<file path="config.mk">
export PLATFORM = sky130hd
export DESIGN_NAME = pci_command_status_config
export DESIGN_NICKNAME = d
export VERILOG_FILES = /design/src/pci_cmd_pkg.sv /design/src/global_window_decode.sv /design/src/pci_command_status_config.sv /design/src/sticky_status_flag.sv
export SDC_FILE = /design/constraint.sdc
export NUM_CORES = 1
export LEC_CHECK = 0
export BUFFER_PORTS_ARGS = -buffer_cell sky130_fd_sc_hd__buf_2
export CAP_MARGIN = 20
export CORE_ASPECT_RATIO = 1.75
export CORE_UTILIZATION = 39
export DETAILED_ROUTE_END_ITERATION = 10
export PLACE_DENSITY_LB_ADDON = 0.05
export REMOVE_ABC_BUFFERS = 1
export SYNTH_ARGS = -nofsm -noshare
export SYNTH_HDL_FRONTEND = slang
export SYNTH_HIERARCHICAL = 1
export SYNTH_SLANG_ARGS = --single-unit
</file>
<file path="constraint.sdc">
create_clock -name ref_clk -period 6.3 [get_ports ref_clk]
set_clock_uncertainty 0.2 [all_clocks]
set_input_delay 0.315 -clock ref_clk [delete_from_list [all_inputs] [get_ports ref_clk]]
set_output_delay 0.315 -clock ref_clk [all_outputs]
set_load 0.02 [all_outputs]
</file>
<file path="src/pci_cmd_pkg.sv">
// Constants and carrier types for the configuration command/status block.
// Assumes a single PCI clock domain; every user of these names imports the package.
package pci_cmd_pkg;

	// Command half, bit positions
	localparam int IO_SPACE_BIT = 0;
	localparam int MEM_SPACE_BIT = 1;
	localparam int BUS_MASTER_BIT = 2;
	localparam int SPECIAL_CYCLE_BIT = 3;
	localparam int MWI_ENABLE_BIT = 4;
	localparam int VGA_SNOOP_BIT = 5;
	localparam int PARITY_RESP_BIT = 6;
	localparam int WAIT_CYCLE_BIT = 7;
	localparam int SYS_ERR_EN_BIT = 8;
	localparam int FAST_B2B_EN_BIT = 9;

	// Status half, bit positions
	localparam int CAP_66MHZ_BIT = 21;
	localparam int USER_FEATURE_BIT = 22;
	localparam int FAST_B2B_CAP_BIT = 23;
	localparam int SIG_SYS_ERR_BIT = 30;
	localparam int DET_PARITY_BIT = 31;

	// Register image: reset value and bits that are wired to one
	localparam logic [31:0] CMD_STATUS_RESET = 32'h0280_0000;
	localparam logic [31:0] CMD_STATUS_FIXED_ONES = 32'h0280_0000;

	// Global register window behind base address register zero
	localparam int BAR_ZERO_SIZE_BITS = 11;
	localparam int WINDOW_INDEX_BITS = 6;
	localparam int WORD_OFFSET_BITS = 2;
	localparam logic [11:0] WINDOW_LAST_OFFSET = 12'h0fc;
	localparam int REG_WIDTH = 32;

	// Writable command enables
	typedef struct packed {
		logic fastB2b;
		logic sysErr;
		logic parityResp;
		logic specialCycle;
		logic busMaster;
		logic memSpace;
		logic ioSpace;
	} cmd_enables_type;

	// Error and abort events reported by the bus interface, one-cycle pulses
	typedef struct packed {
		logic dataParityErr;
		logic addrParityErr;
		logic masterAbort;
		logic targetAbort;
	} bus_events_type;

endpackage : pci_cmd_pkg

</file>
<file path="src/global_window_decode.sv">
// Decodes a memory address against the global register window of base register zero.
// Assumes the base value comes from the configuration space outside this block.
`timescale 1ns/1ps

module global_window_decode #(
	parameter int ADDR_WIDTH = 32
) (
	// Address under test
	input wire logic [ADDR_WIDTH-1:0] memAddr,
	input wire logic [ADDR_WIDTH-1:0] baseAddressRegisterZero,
	input wire logic memSpaceEnable,
	// Result
	output logic windowHit,
	output logic [pci_cmd_pkg::WINDOW_INDEX_BITS-1:0] regIndex
);
	import pci_cmd_pkg::*;

	initial begin
		if (ADDR_WIDTH <= BAR_ZERO_SIZE_BITS) begin
			$error("global_window_decode: address too narrow");
		end
	end

	wire baseMatch;
	wire [BAR_ZERO_SIZE_BITS-1:0] offset;
	wire inWindow;
	wire aligned;

	assign baseMatch = memAddr[ADDR_WIDTH-1:BAR_ZERO_SIZE_BITS]
		== baseAddressRegisterZero[ADDR_WIDTH-1:BAR_ZERO_SIZE_BITS];
	assign offset = memAddr[BAR_ZERO_SIZE_BITS-1:0];
	// Offsets 0000..00fc, one 32-bit word each
	assign inWindow = {1'b0, offset} <= WINDOW_LAST_OFFSET;
	assign aligned = offset[WORD_OFFSET_BITS-1:0] == '0;
	assign windowHit = memSpaceEnable & baseMatch & inWindow & aligned;
	assign regIndex = offset[WORD_OFFSET_BITS +: WINDOW_INDEX_BITS];

endmodule : global_window_decode

</file>
<file path="src/pci_command_status_config.sv">
// Command/status configuration register with its enables, flags and gating.
// Assumes configuration and bus events arrive as pulses on the PCI clock.
`timescale 1ns/1ps

//Contract
// - Status bit 22, user-defined features, always reads zero.
// - Status bit 21, 66 MHz capability, always reads zero.
// - Bit 9 one allows fast back-to-back to different targets.
// - SERR# is driven only while the system-error enable bit 8 is one.
// - Wait-cycle control bit 7 reads zero; no stepping is done.
// - Bit 6 one takes parity actions; zero ignores detected parity errors.
// - VGA palette snoop bit 5 always reads zero.
// - Memory-write-and-invalidate enable bit 4 always reads zero.
// - Special-cycle bit 3 is writable but changes no behaviour.
// - Bus mastering happens only while bit 2 is one.
// - Memory accesses are claimed only while bit 1 is one.
// - I/O space is never claimed; bit 0 is writable without effect.
// - Global window is base register zero plus offsets 0000 to 00fc.
// - Each global register is one 32-bit word at an aligned offset.
// - Detected-parity flag is set on every parity error, whatever bit 6 says.
// - With bit 8 set, aborts, or address parity errors while bit 6 is one, set signaled-system-error.
module pci_command_status_config #(
	parameter int ADDR_WIDTH = 32
) (
	// Clock and reset
	input wire logic ref_clk,
	input wire logic srst,
	// Configuration access to the command/status register
	input wire logic cfgSelect,
	input wire logic cfgWrite,
	input wire logic cfgRead,
	input wire logic [3:0] cfgByteEnable,
	input wire logic [31:0] cfgWriteData,
	output logic [31:0] cfgReadData,
	output logic cfgAck,
	// Bus events from the PCI interface
	input wire pci_cmd_pkg::bus_events_type busEvents,
	// Master side gating
	input wire logic masterRequest,
	input wire logic fastB2bOtherTarget,
	output logic masterRequestGated,
	output logic fastB2bAllowed,
	// Target side claiming
	input wire logic memCycle,
	input wire logic ioCycle,
	input wire logic [ADDR_WIDTH-1:0] memAddr,
	input wire logic [ADDR_WIDTH-1:0] baseAddressRegisterZero,
	output logic memClaim,
	output logic ioClaim,
	output logic [pci_cmd_pkg::WINDOW_INDEX_BITS-1:0] regIndex,
	// Error pins, open drain, active low
	output logic systemErrorOut,
	output logic systemErrorOe,
	output logic parityErrorOe,
	// Current enables
	output pci_cmd_pkg::cmd_enables_type cmdEnables
);
	import pci_cmd_pkg::*;

	initial begin
		if (ADDR_WIDTH != REG_WIDTH) begin
			$error("pci_command_status_config: PCI addresses are 32 bits");
		end
	end

	// Byte lane that carries a given bit
	function automatic logic laneOn(input logic [3:0] be, input int bitPos);
		laneOn = be[bitPos / 8];
	endfunction : laneOn

	cmd_enables_type next_cmdEnables;
	logic detectedParityFlag;
	logic signaledSysErrFlag;
	logic [31:0] statusImage;
	logic windowHit;
	logic [WINDOW_INDEX_BITS-1:0] decodedIndex;

	wire writeStrobe;
	wire readStrobe;
	wire lowLane;
	wire highLane;
	wire statusLane;
	wire anyAbort;
	wire sysErrEvent;
	wire clearParity;
	wire clearSysErr;

	assign writeStrobe = cfgSelect & cfgWrite;
	assign readStrobe = cfgSelect & cfgRead;
	assign lowLane = writeStrobe & laneOn(cfgByteEnable, IO_SPACE_BIT);
	assign highLane = writeStrobe & laneOn(cfgByteEnable, SYS_ERR_EN_BIT);
	assign statusLane = writeStrobe & laneOn(cfgByteEnable, DET_PARITY_BIT);

	// Only enables are stored; hardwired bits 7,5,4 have no storage
	always_comb begin
		next_cmdEnables = cmdEnables;
		if (lowLane) begin
			next_cmdEnables.ioSpace = cfgWriteData[IO_SPACE_BIT];
			next_cmdEnables.memSpace = cfgWriteData[MEM_SPACE_BIT];
			next_cmdEnables.busMaster = cfgWriteData[BUS_MASTER_BIT];
			next_cmdEnables.specialCycle = cfgWriteData[SPECIAL_CYCLE_BIT];
			next_cmdEnables.parityResp = cfgWriteData[PARITY_RESP_BIT];
		end
		if (highLane) begin
			next_cmdEnables.sysErr = cfgWriteData[SYS_ERR_EN_BIT];
			next_cmdEnables.fastB2b = cfgWriteData[FAST_B2B_EN_BIT];
		end
	end

	always_ff @(posedge ref_clk) begin
		if (srst) begin
			cmdEnables <= '0;
		end else begin
			cmdEnables <= next_cmdEnables;
		end
	end

	// Status flags, cleared by writing one in the upper byte
	assign clearParity = statusLane & cfgWriteData[DET_PARITY_BIT];
	assign clearSysErr = statusLane & cfgWriteData[SIG_SYS_ERR_BIT];
	assign anyAbort = busEvents.masterAbort | busEvents.targetAbort;
	assign sysErrEvent = cmdEnables.sysErr
		& (anyAbort | (busEvents.addrParityErr & cmdEnables.parityResp));

	sticky_status_flag parityFlag (
		.ref_clk(ref_clk),
		.srst(srst),
		.setPulse(busEvents.dataParityErr | busEvents.addrParityErr),
		.clearPulse(clearParity),
		.flag(detectedParityFlag)
	);

	sticky_status_flag sysErrFlag (
		.ref_clk(ref_clk),
		.srst(srst),
		.setPulse(sysErrEvent),
		.clearPulse(clearSysErr),
		.flag(signaledSysErrFlag)
	);

	// Read image: fixed ones, stored enables, flags; all else zero
	always_comb begin
		statusImage = CMD_STATUS_FIXED_ONES;
		statusImage[IO_SPACE_BIT] = cmdEnables.ioSpace;
		statusImage[MEM_SPACE_BIT] = cmdEnables.memSpace;
		statusImage[BUS_MASTER_BIT] = cmdEnables.busMaster;
		statusImage[SPECIAL_CYCLE_BIT] = cmdEnables.specialCycle;
		statusImage[MWI_ENABLE_BIT] = 1'b0;
		statusImage[VGA_SNOOP_BIT] = 1'b0;
		statusImage[PARITY_RESP_BIT] = cmdEnables.parityResp;
		statusImage[WAIT_CYCLE_BIT] = 1'b0;
		statusImage[SYS_ERR_EN_BIT] = cmdEnables.sysErr;
		statusImage[FAST_B2B_EN_BIT] = cmdEnables.fastB2b;
		statusImage[CAP_66MHZ_BIT] = 1'b0;
		statusImage[USER_FEATURE_BIT] = 1'b0;
		statusImage[SIG_SYS_ERR_BIT] = signaledSysErrFlag;
		statusImage[DET_PARITY_BIT] = detectedParityFlag;
	end

	always_ff @(posedge ref_clk) begin
		if (srst) begin
			cfgReadData <= CMD_STATUS_RESET;
			cfgAck <= 1'b0;
		end else begin
			cfgAck <= readStrobe | writeStrobe;
			if (readStrobe) begin
				cfgReadData <= statusImage;
			end
		end
	end

	// SERR# and PERR# drivers; the pins only ever pull low
	always_ff @(posedge ref_clk) begin
		if (srst) begin
			systemErrorOe <= 1'b0;
			parityErrorOe <= 1'b0;
		end else begin
			systemErrorOe <= sysErrEvent;
			parityErrorOe <= busEvents.dataParityErr & cmdEnables.parityResp;
		end
	end
	assign systemErrorOut = 1'b0;

	// Master gating; requests pass only while the host has mastering enabled
	assign masterRequestGated = masterRequest & cmdEnables.busMaster;
	assign fastB2bAllowed = ~fastB2bOtherTarget | cmdEnables.fastB2b;

	global_window_decode #(
		.ADDR_WIDTH(ADDR_WIDTH)
	) windowDecode (
		.memAddr(memAddr),
		.baseAddressRegisterZero(baseAddressRegisterZero),
		.memSpaceEnable(cmdEnables.memSpace),
		.windowHit(windowHit),
		.regIndex(decodedIndex)
	);

	assign memClaim = memCycle & windowHit;
	assign ioClaim = 1'b0;

	always_ff @(posedge ref_clk) begin
		if (srst) begin
			regIndex <= '0;
		end else if (memClaim) begin
			regIndex <= decodedIndex;
		end
	end

	// Checks
	a_fixed_zero_bits: assert property (@(posedge ref_clk) disable iff (srst)
		cfgAck |-> cfgReadData[USER_FEATURE_BIT] == 1'b0
			&& cfgReadData[CAP_66MHZ_BIT] == 1'b0)
		else $error("capability bits read nonzero");
	a_hardwired_cmd_zero: assert property (@(posedge ref_clk) disable iff (srst)
		$past(readStrobe) |-> !cfgReadData[WAIT_CYCLE_BIT] && !cfgReadData[VGA_SNOOP_BIT]
			&& !cfgReadData[MWI_ENABLE_BIT])
		else $error("hardwired command bits read nonzero");
	a_serr_needs_enable: assert property (@(posedge ref_clk) disable iff (srst)
		systemErrorOe |-> $past(cmdEnables.sysErr))
		else $error("SERR driven while disabled");
	a_perr_needs_resp: assert property (@(posedge ref_clk) disable iff (srst)
		busEvents.dataParityErr && !cmdEnables.parityResp |=> !parityErrorOe)
		else $error("parity error acted on while response disabled");
	a_master_gated: assert property (@(posedge ref_clk) disable iff (srst)
		masterRequestGated |-> cmdEnables.busMaster && masterRequest)
		else $error("master request passed while disabled");
	a_claim_gated: assert property (@(posedge ref_clk) disable iff (srst)
		memClaim |-> cmdEnables.memSpace && memAddr[1:0] == 2'b00)
		else $error("memory claimed while disabled");
	a_io_never: assert property (@(posedge ref_clk) disable iff (srst)
		ioCycle |-> !ioClaim)
		else $error("I/O cycle claimed");
	a_parity_flag_set: assert property (@(posedge ref_clk) disable iff (srst)
		busEvents.dataParityErr |=> detectedParityFlag)
		else $error("detected parity flag not set");
	a_sse_flag_set: assert property (@(posedge ref_clk) disable iff (srst)
		cmdEnables.sysErr && anyAbort |=> signaledSysErrFlag)
		else $error("signaled system error flag not set");
	a_fixed_ones_keep: assert property (@(posedge ref_clk) disable iff (srst)
		cfgAck |-> (cfgReadData & CMD_STATUS_FIXED_ONES)
			== CMD_STATUS_FIXED_ONES)
		else $error("hardwired ones changed by write");
	a_reset_clears: assert property (@(posedge ref_clk)
		srst |=> cmdEnables == '0)
		else $error("enables not cleared by reset");
	a_fast_b2b_gate: assert property (@(posedge ref_clk) disable iff (srst)
		fastB2bOtherTarget && !cmdEnables.fastB2b |-> !fastB2bAllowed)
		else $error("fast back-to-back to other target allowed");

	c_enable_write: cover property (@(posedge ref_clk) disable iff (srst)
		lowLane ##1 cmdEnables.busMaster && cmdEnables.memSpace);
	c_mem_claim: cover property (@(posedge ref_clk) disable iff (srst) memClaim);
	c_serr_pulse: cover property (@(posedge ref_clk) disable iff (srst) systemErrorOe);
	c_flag_clear: cover property (@(posedge ref_clk) disable iff (srst)
		detectedParityFlag ##1 clearParity ##1 !detectedParityFlag);

endmodule : pci_command_status_config

</file>
<file path="src/sticky_status_flag.sv">
// One sticky status flag: set by hardware, cleared by software writing one.
// Assumes set and clear pulses come from logic on the same clock.
`timescale 1ns/1ps

module sticky_status_flag (
	// Clock and reset
	input wire logic ref_clk,
	input wire logic srst,
	// Control
	input wire logic setPulse,
	input wire logic clearPulse,
	// State
	output logic flag
);
	import pci_cmd_pkg::*;

	logic next_flag;

	// A set in the same cycle as a clear wins
	assign next_flag = setPulse | (flag & ~clearPulse);

	always_ff @(posedge ref_clk) begin
		if (srst) begin
			flag <= 1'b0;
		end else begin
			flag <= next_flag;
		end
	end

	a_set_beats_clear: assert property (@(posedge ref_clk) disable iff (srst)
		setPulse |=> flag)
		else $error("sticky flag lost a set");
	a_clear_drops_flag: assert property (@(posedge ref_clk) disable iff (srst)
		clearPulse && !setPulse |=> !flag)
		else $error("sticky flag ignored a clear");

endmodule : sticky_status_flag

</file>
==> flow_summary.toml <==
[outcome]
outcome = "finished clean"

[synthesis]
synth_edf_count = 0
synth_area_um2 = 1710
yosysSeqAreaShare_pct = 31.6
ys_warn_count = 6
synthDistinctLibCells = 32
synth_seq_cells = 27
postSynthCellCount = 187
async_flop_share_pct = 0
synthFlopType = "dfxtp_1"
synth_area_per_cell_um2 = 9.16

[layout]
layout_commonest_cell = "buf_2"
antenna_cells = 0
final_core_util_pct = 50.6
drive_above_1_share_pct = 42.8
final_cell_mix = "104 x buf_2, 27 x dfxtp_1, 25 x conb_1"
nFillCells = 434
fin_nets = 392
fin_area_um2 = 2120
syn_to_final_growth_pct = 23.7

[timing]
period_share_pct = 42.3
period_needed_ns = 2.66
worstMarginPinSlew_ns = 0.562
final_max_slew_viol_count = 0
hold_viol_final = 0
setup_violations = 0
slew_headroom_pct = 62.5
fmax_mhz = 375
rsz0062_at_grt = "false"
final.setup.tns_ns = 0

[routing]
dr.pass1.iters = 4
ant_nets = 0
wire_per_inst_um = 11.1
wirelength_mm = 3.64
drc_errors = 0
num_vias = 1496
drtIter0Drc = 31
avgViaCountPerCell = 4.57

[setup_path]
cp-end-kind = "output port"
worstRegToRegCells = 7
worstPathArrival_ns = 2.15
crit_end = "memClaim"
worstSetupPathType = "reg -> out"
startpoint = "cmdEnables[1]"
cp_max_fo = 13
cp.required_ns = 5.78
r2r_slack_ns = 4.17
worstSetupStartpointType = "flip-flop"
reg2reg_from = "cmdEnables[1]"
reg2reg_to = "regIndex[1]"

[grt]
grt_pass1_wl_mm = 5.40
grt_pass1_vias = 1283
overflow = 0
antenna_found_initial = 0
grt_usage_pct = 15.0
grt_max_degree = 35

[floorplanning]
rows = 31
die_h_um = 89.7
dieArea_um2 = 4670
core_area_um2 = 4190
fp.dieW_um = 52.1
io_pins = 166
start_util_pct = 40.9

[placed_design]
port-buffer-count = 104
place_area_um2 = 2070
gp_congestion = 0.629
hpwl_mm = 2.84

[clock_tree]
hold_buffers = 0
clock_path_buffers = 2
clock_sinks = 27
postCtsSetupRepairBufs = 0
cts_tree = "built"
cts-root-buf = "clkbuf_8"
cts_buffers = 3
clkTransAtPathRegs_ns = 0.09
ctsResizeCount = 0
clkLatencyLatePin_ns = 0.27
htreeDepth = 1

[pwr]
p_switching_uw = 96.8
swShare_pct = 27.7
clockPowerShare_pct = 27.5
power.internal_uw = 253
p_seq_share_pct = 50.5
p_comb_share_pct = 22.0
p_per_area_nw_per_um2 = 165
leakage_uw = 0.00103
peakVddDrop_v = 0.000182

[job]
max_cap_violations = 0

[min_path]
hold_class = "in -> reg"
hp-start = "busEvents[3]"
[synthesized netlist by cell type, types with 2 or more instances]
master    number  share of area, %
nand3_1       15               4.4
nand4_1        4               1.5
dfxtp_1       27                32
xnor2_1       13               6.6
buf_4         34                15
a21oi_1       15               4.4
nor2_1         2              0.44
conb_1         2              0.44
nor4_1         2              0.73
mux2i_1        7               4.1
and2_1         2              0.73
buf_2          2              0.58
a21oi_2        2               1.0
nand2b_1      17               6.2
a21bo_1       11               6.4
a21bo_2        4               2.3
buf_6          4               2.6
and4_1         2               1.0
inv_1          2              0.44
xor2_1         8               4.1
[power groups by stage]
stage	clock [uW]	combinational [uW]	sequential, uW
after floorplan	0	34.9	184
after global placement	0	76.9	181
after detailed placement	0	77.1	181
after CTS	102	77.5	177
after global routing	108	85.0	177
final	96.3	76.9	176
[state kept, by name (all words and copies together) (netlist names)]
register,flops
parityErrorOe,1
parityFlag/flag,1
cfgAck,1
systemErrorOe,1
regIndex,6
cmdEnables,7
sysErrFlag/flag,1
cfgReadData,9
[cells by family (layout without fill, tap and decap cells)]
kind of cell | after synthesis | after routing | share of synthesized area, %
AOI/OAI and AO/OA | 33 | 33 | 14.6
other | 2 | 25 | 0.438
muxes | 7 | 7 | 4.09
and+or+nand+nor | 54 | 54 | 19.8
buffers and inverters | 43 | 111 | 18.8
xor gates and xnor gates | 21 | 21 | 10.7
DFF | 27 | 27 | 31.6
[stage by stage]
step	power, uW	setup WS (ns)	hold WS [ns]	cells
after floorplan	219	3.62	0.177	169
after global placement	257	3.78	0.264	323
after detailed placement	258	3.77	0.269	323
after CTS	356	3.58	0.0667	327
after global routing	370	3.40	0.0655	327
final	350	3.64	0.0735	327
[worst max-delay path, cell delays in order (launching register included)]
cell and delay [ns]:
dfxtp_1 0.37, or4b_1 0.46, nor3_2 0.11, nand4_1 0.14
nor4_2 0.29, buf_4 0.22, and2_1 0.13, buf_2 0.15
[final cells by class]
type / count / area [um2] / area share, %
clock buffers: 4 / 45.0 / 2.13
multi-input cells: 140 / 937 / 44.2
repair buffers: 105 / 528 / 24.9
inverters: 2 / 7.51 / 0.354
flip-flops and latches: 27 / 541 / 25.5
well taps: 49 / 61.3 / 2.89
[worst min path at each step]
stage | end | slack [ns] | cells past startpoint
final | parityErrorOe | 0.07 | 3
after detailed placement | cfgReadData[30] | 0.27 | 2
after global routing | parityErrorOe | 0.07 | 3
after CTS | parityErrorOe | 0.07 | 3
after global placement | cfgReadData[30] | 0.26 | 2
after floorplan | parityFlag/flag | 0.18 | 1
[layer usage]
layer	GRT usage, %	share of wire [%]	vias up
li1	-	-	756
met1	14.9	36	646
met2	28.2	49	89
met3	4.04	13	5
met4	6.63	1.5	0
met5	0	0	-
(Power assumes the default switching activity.)
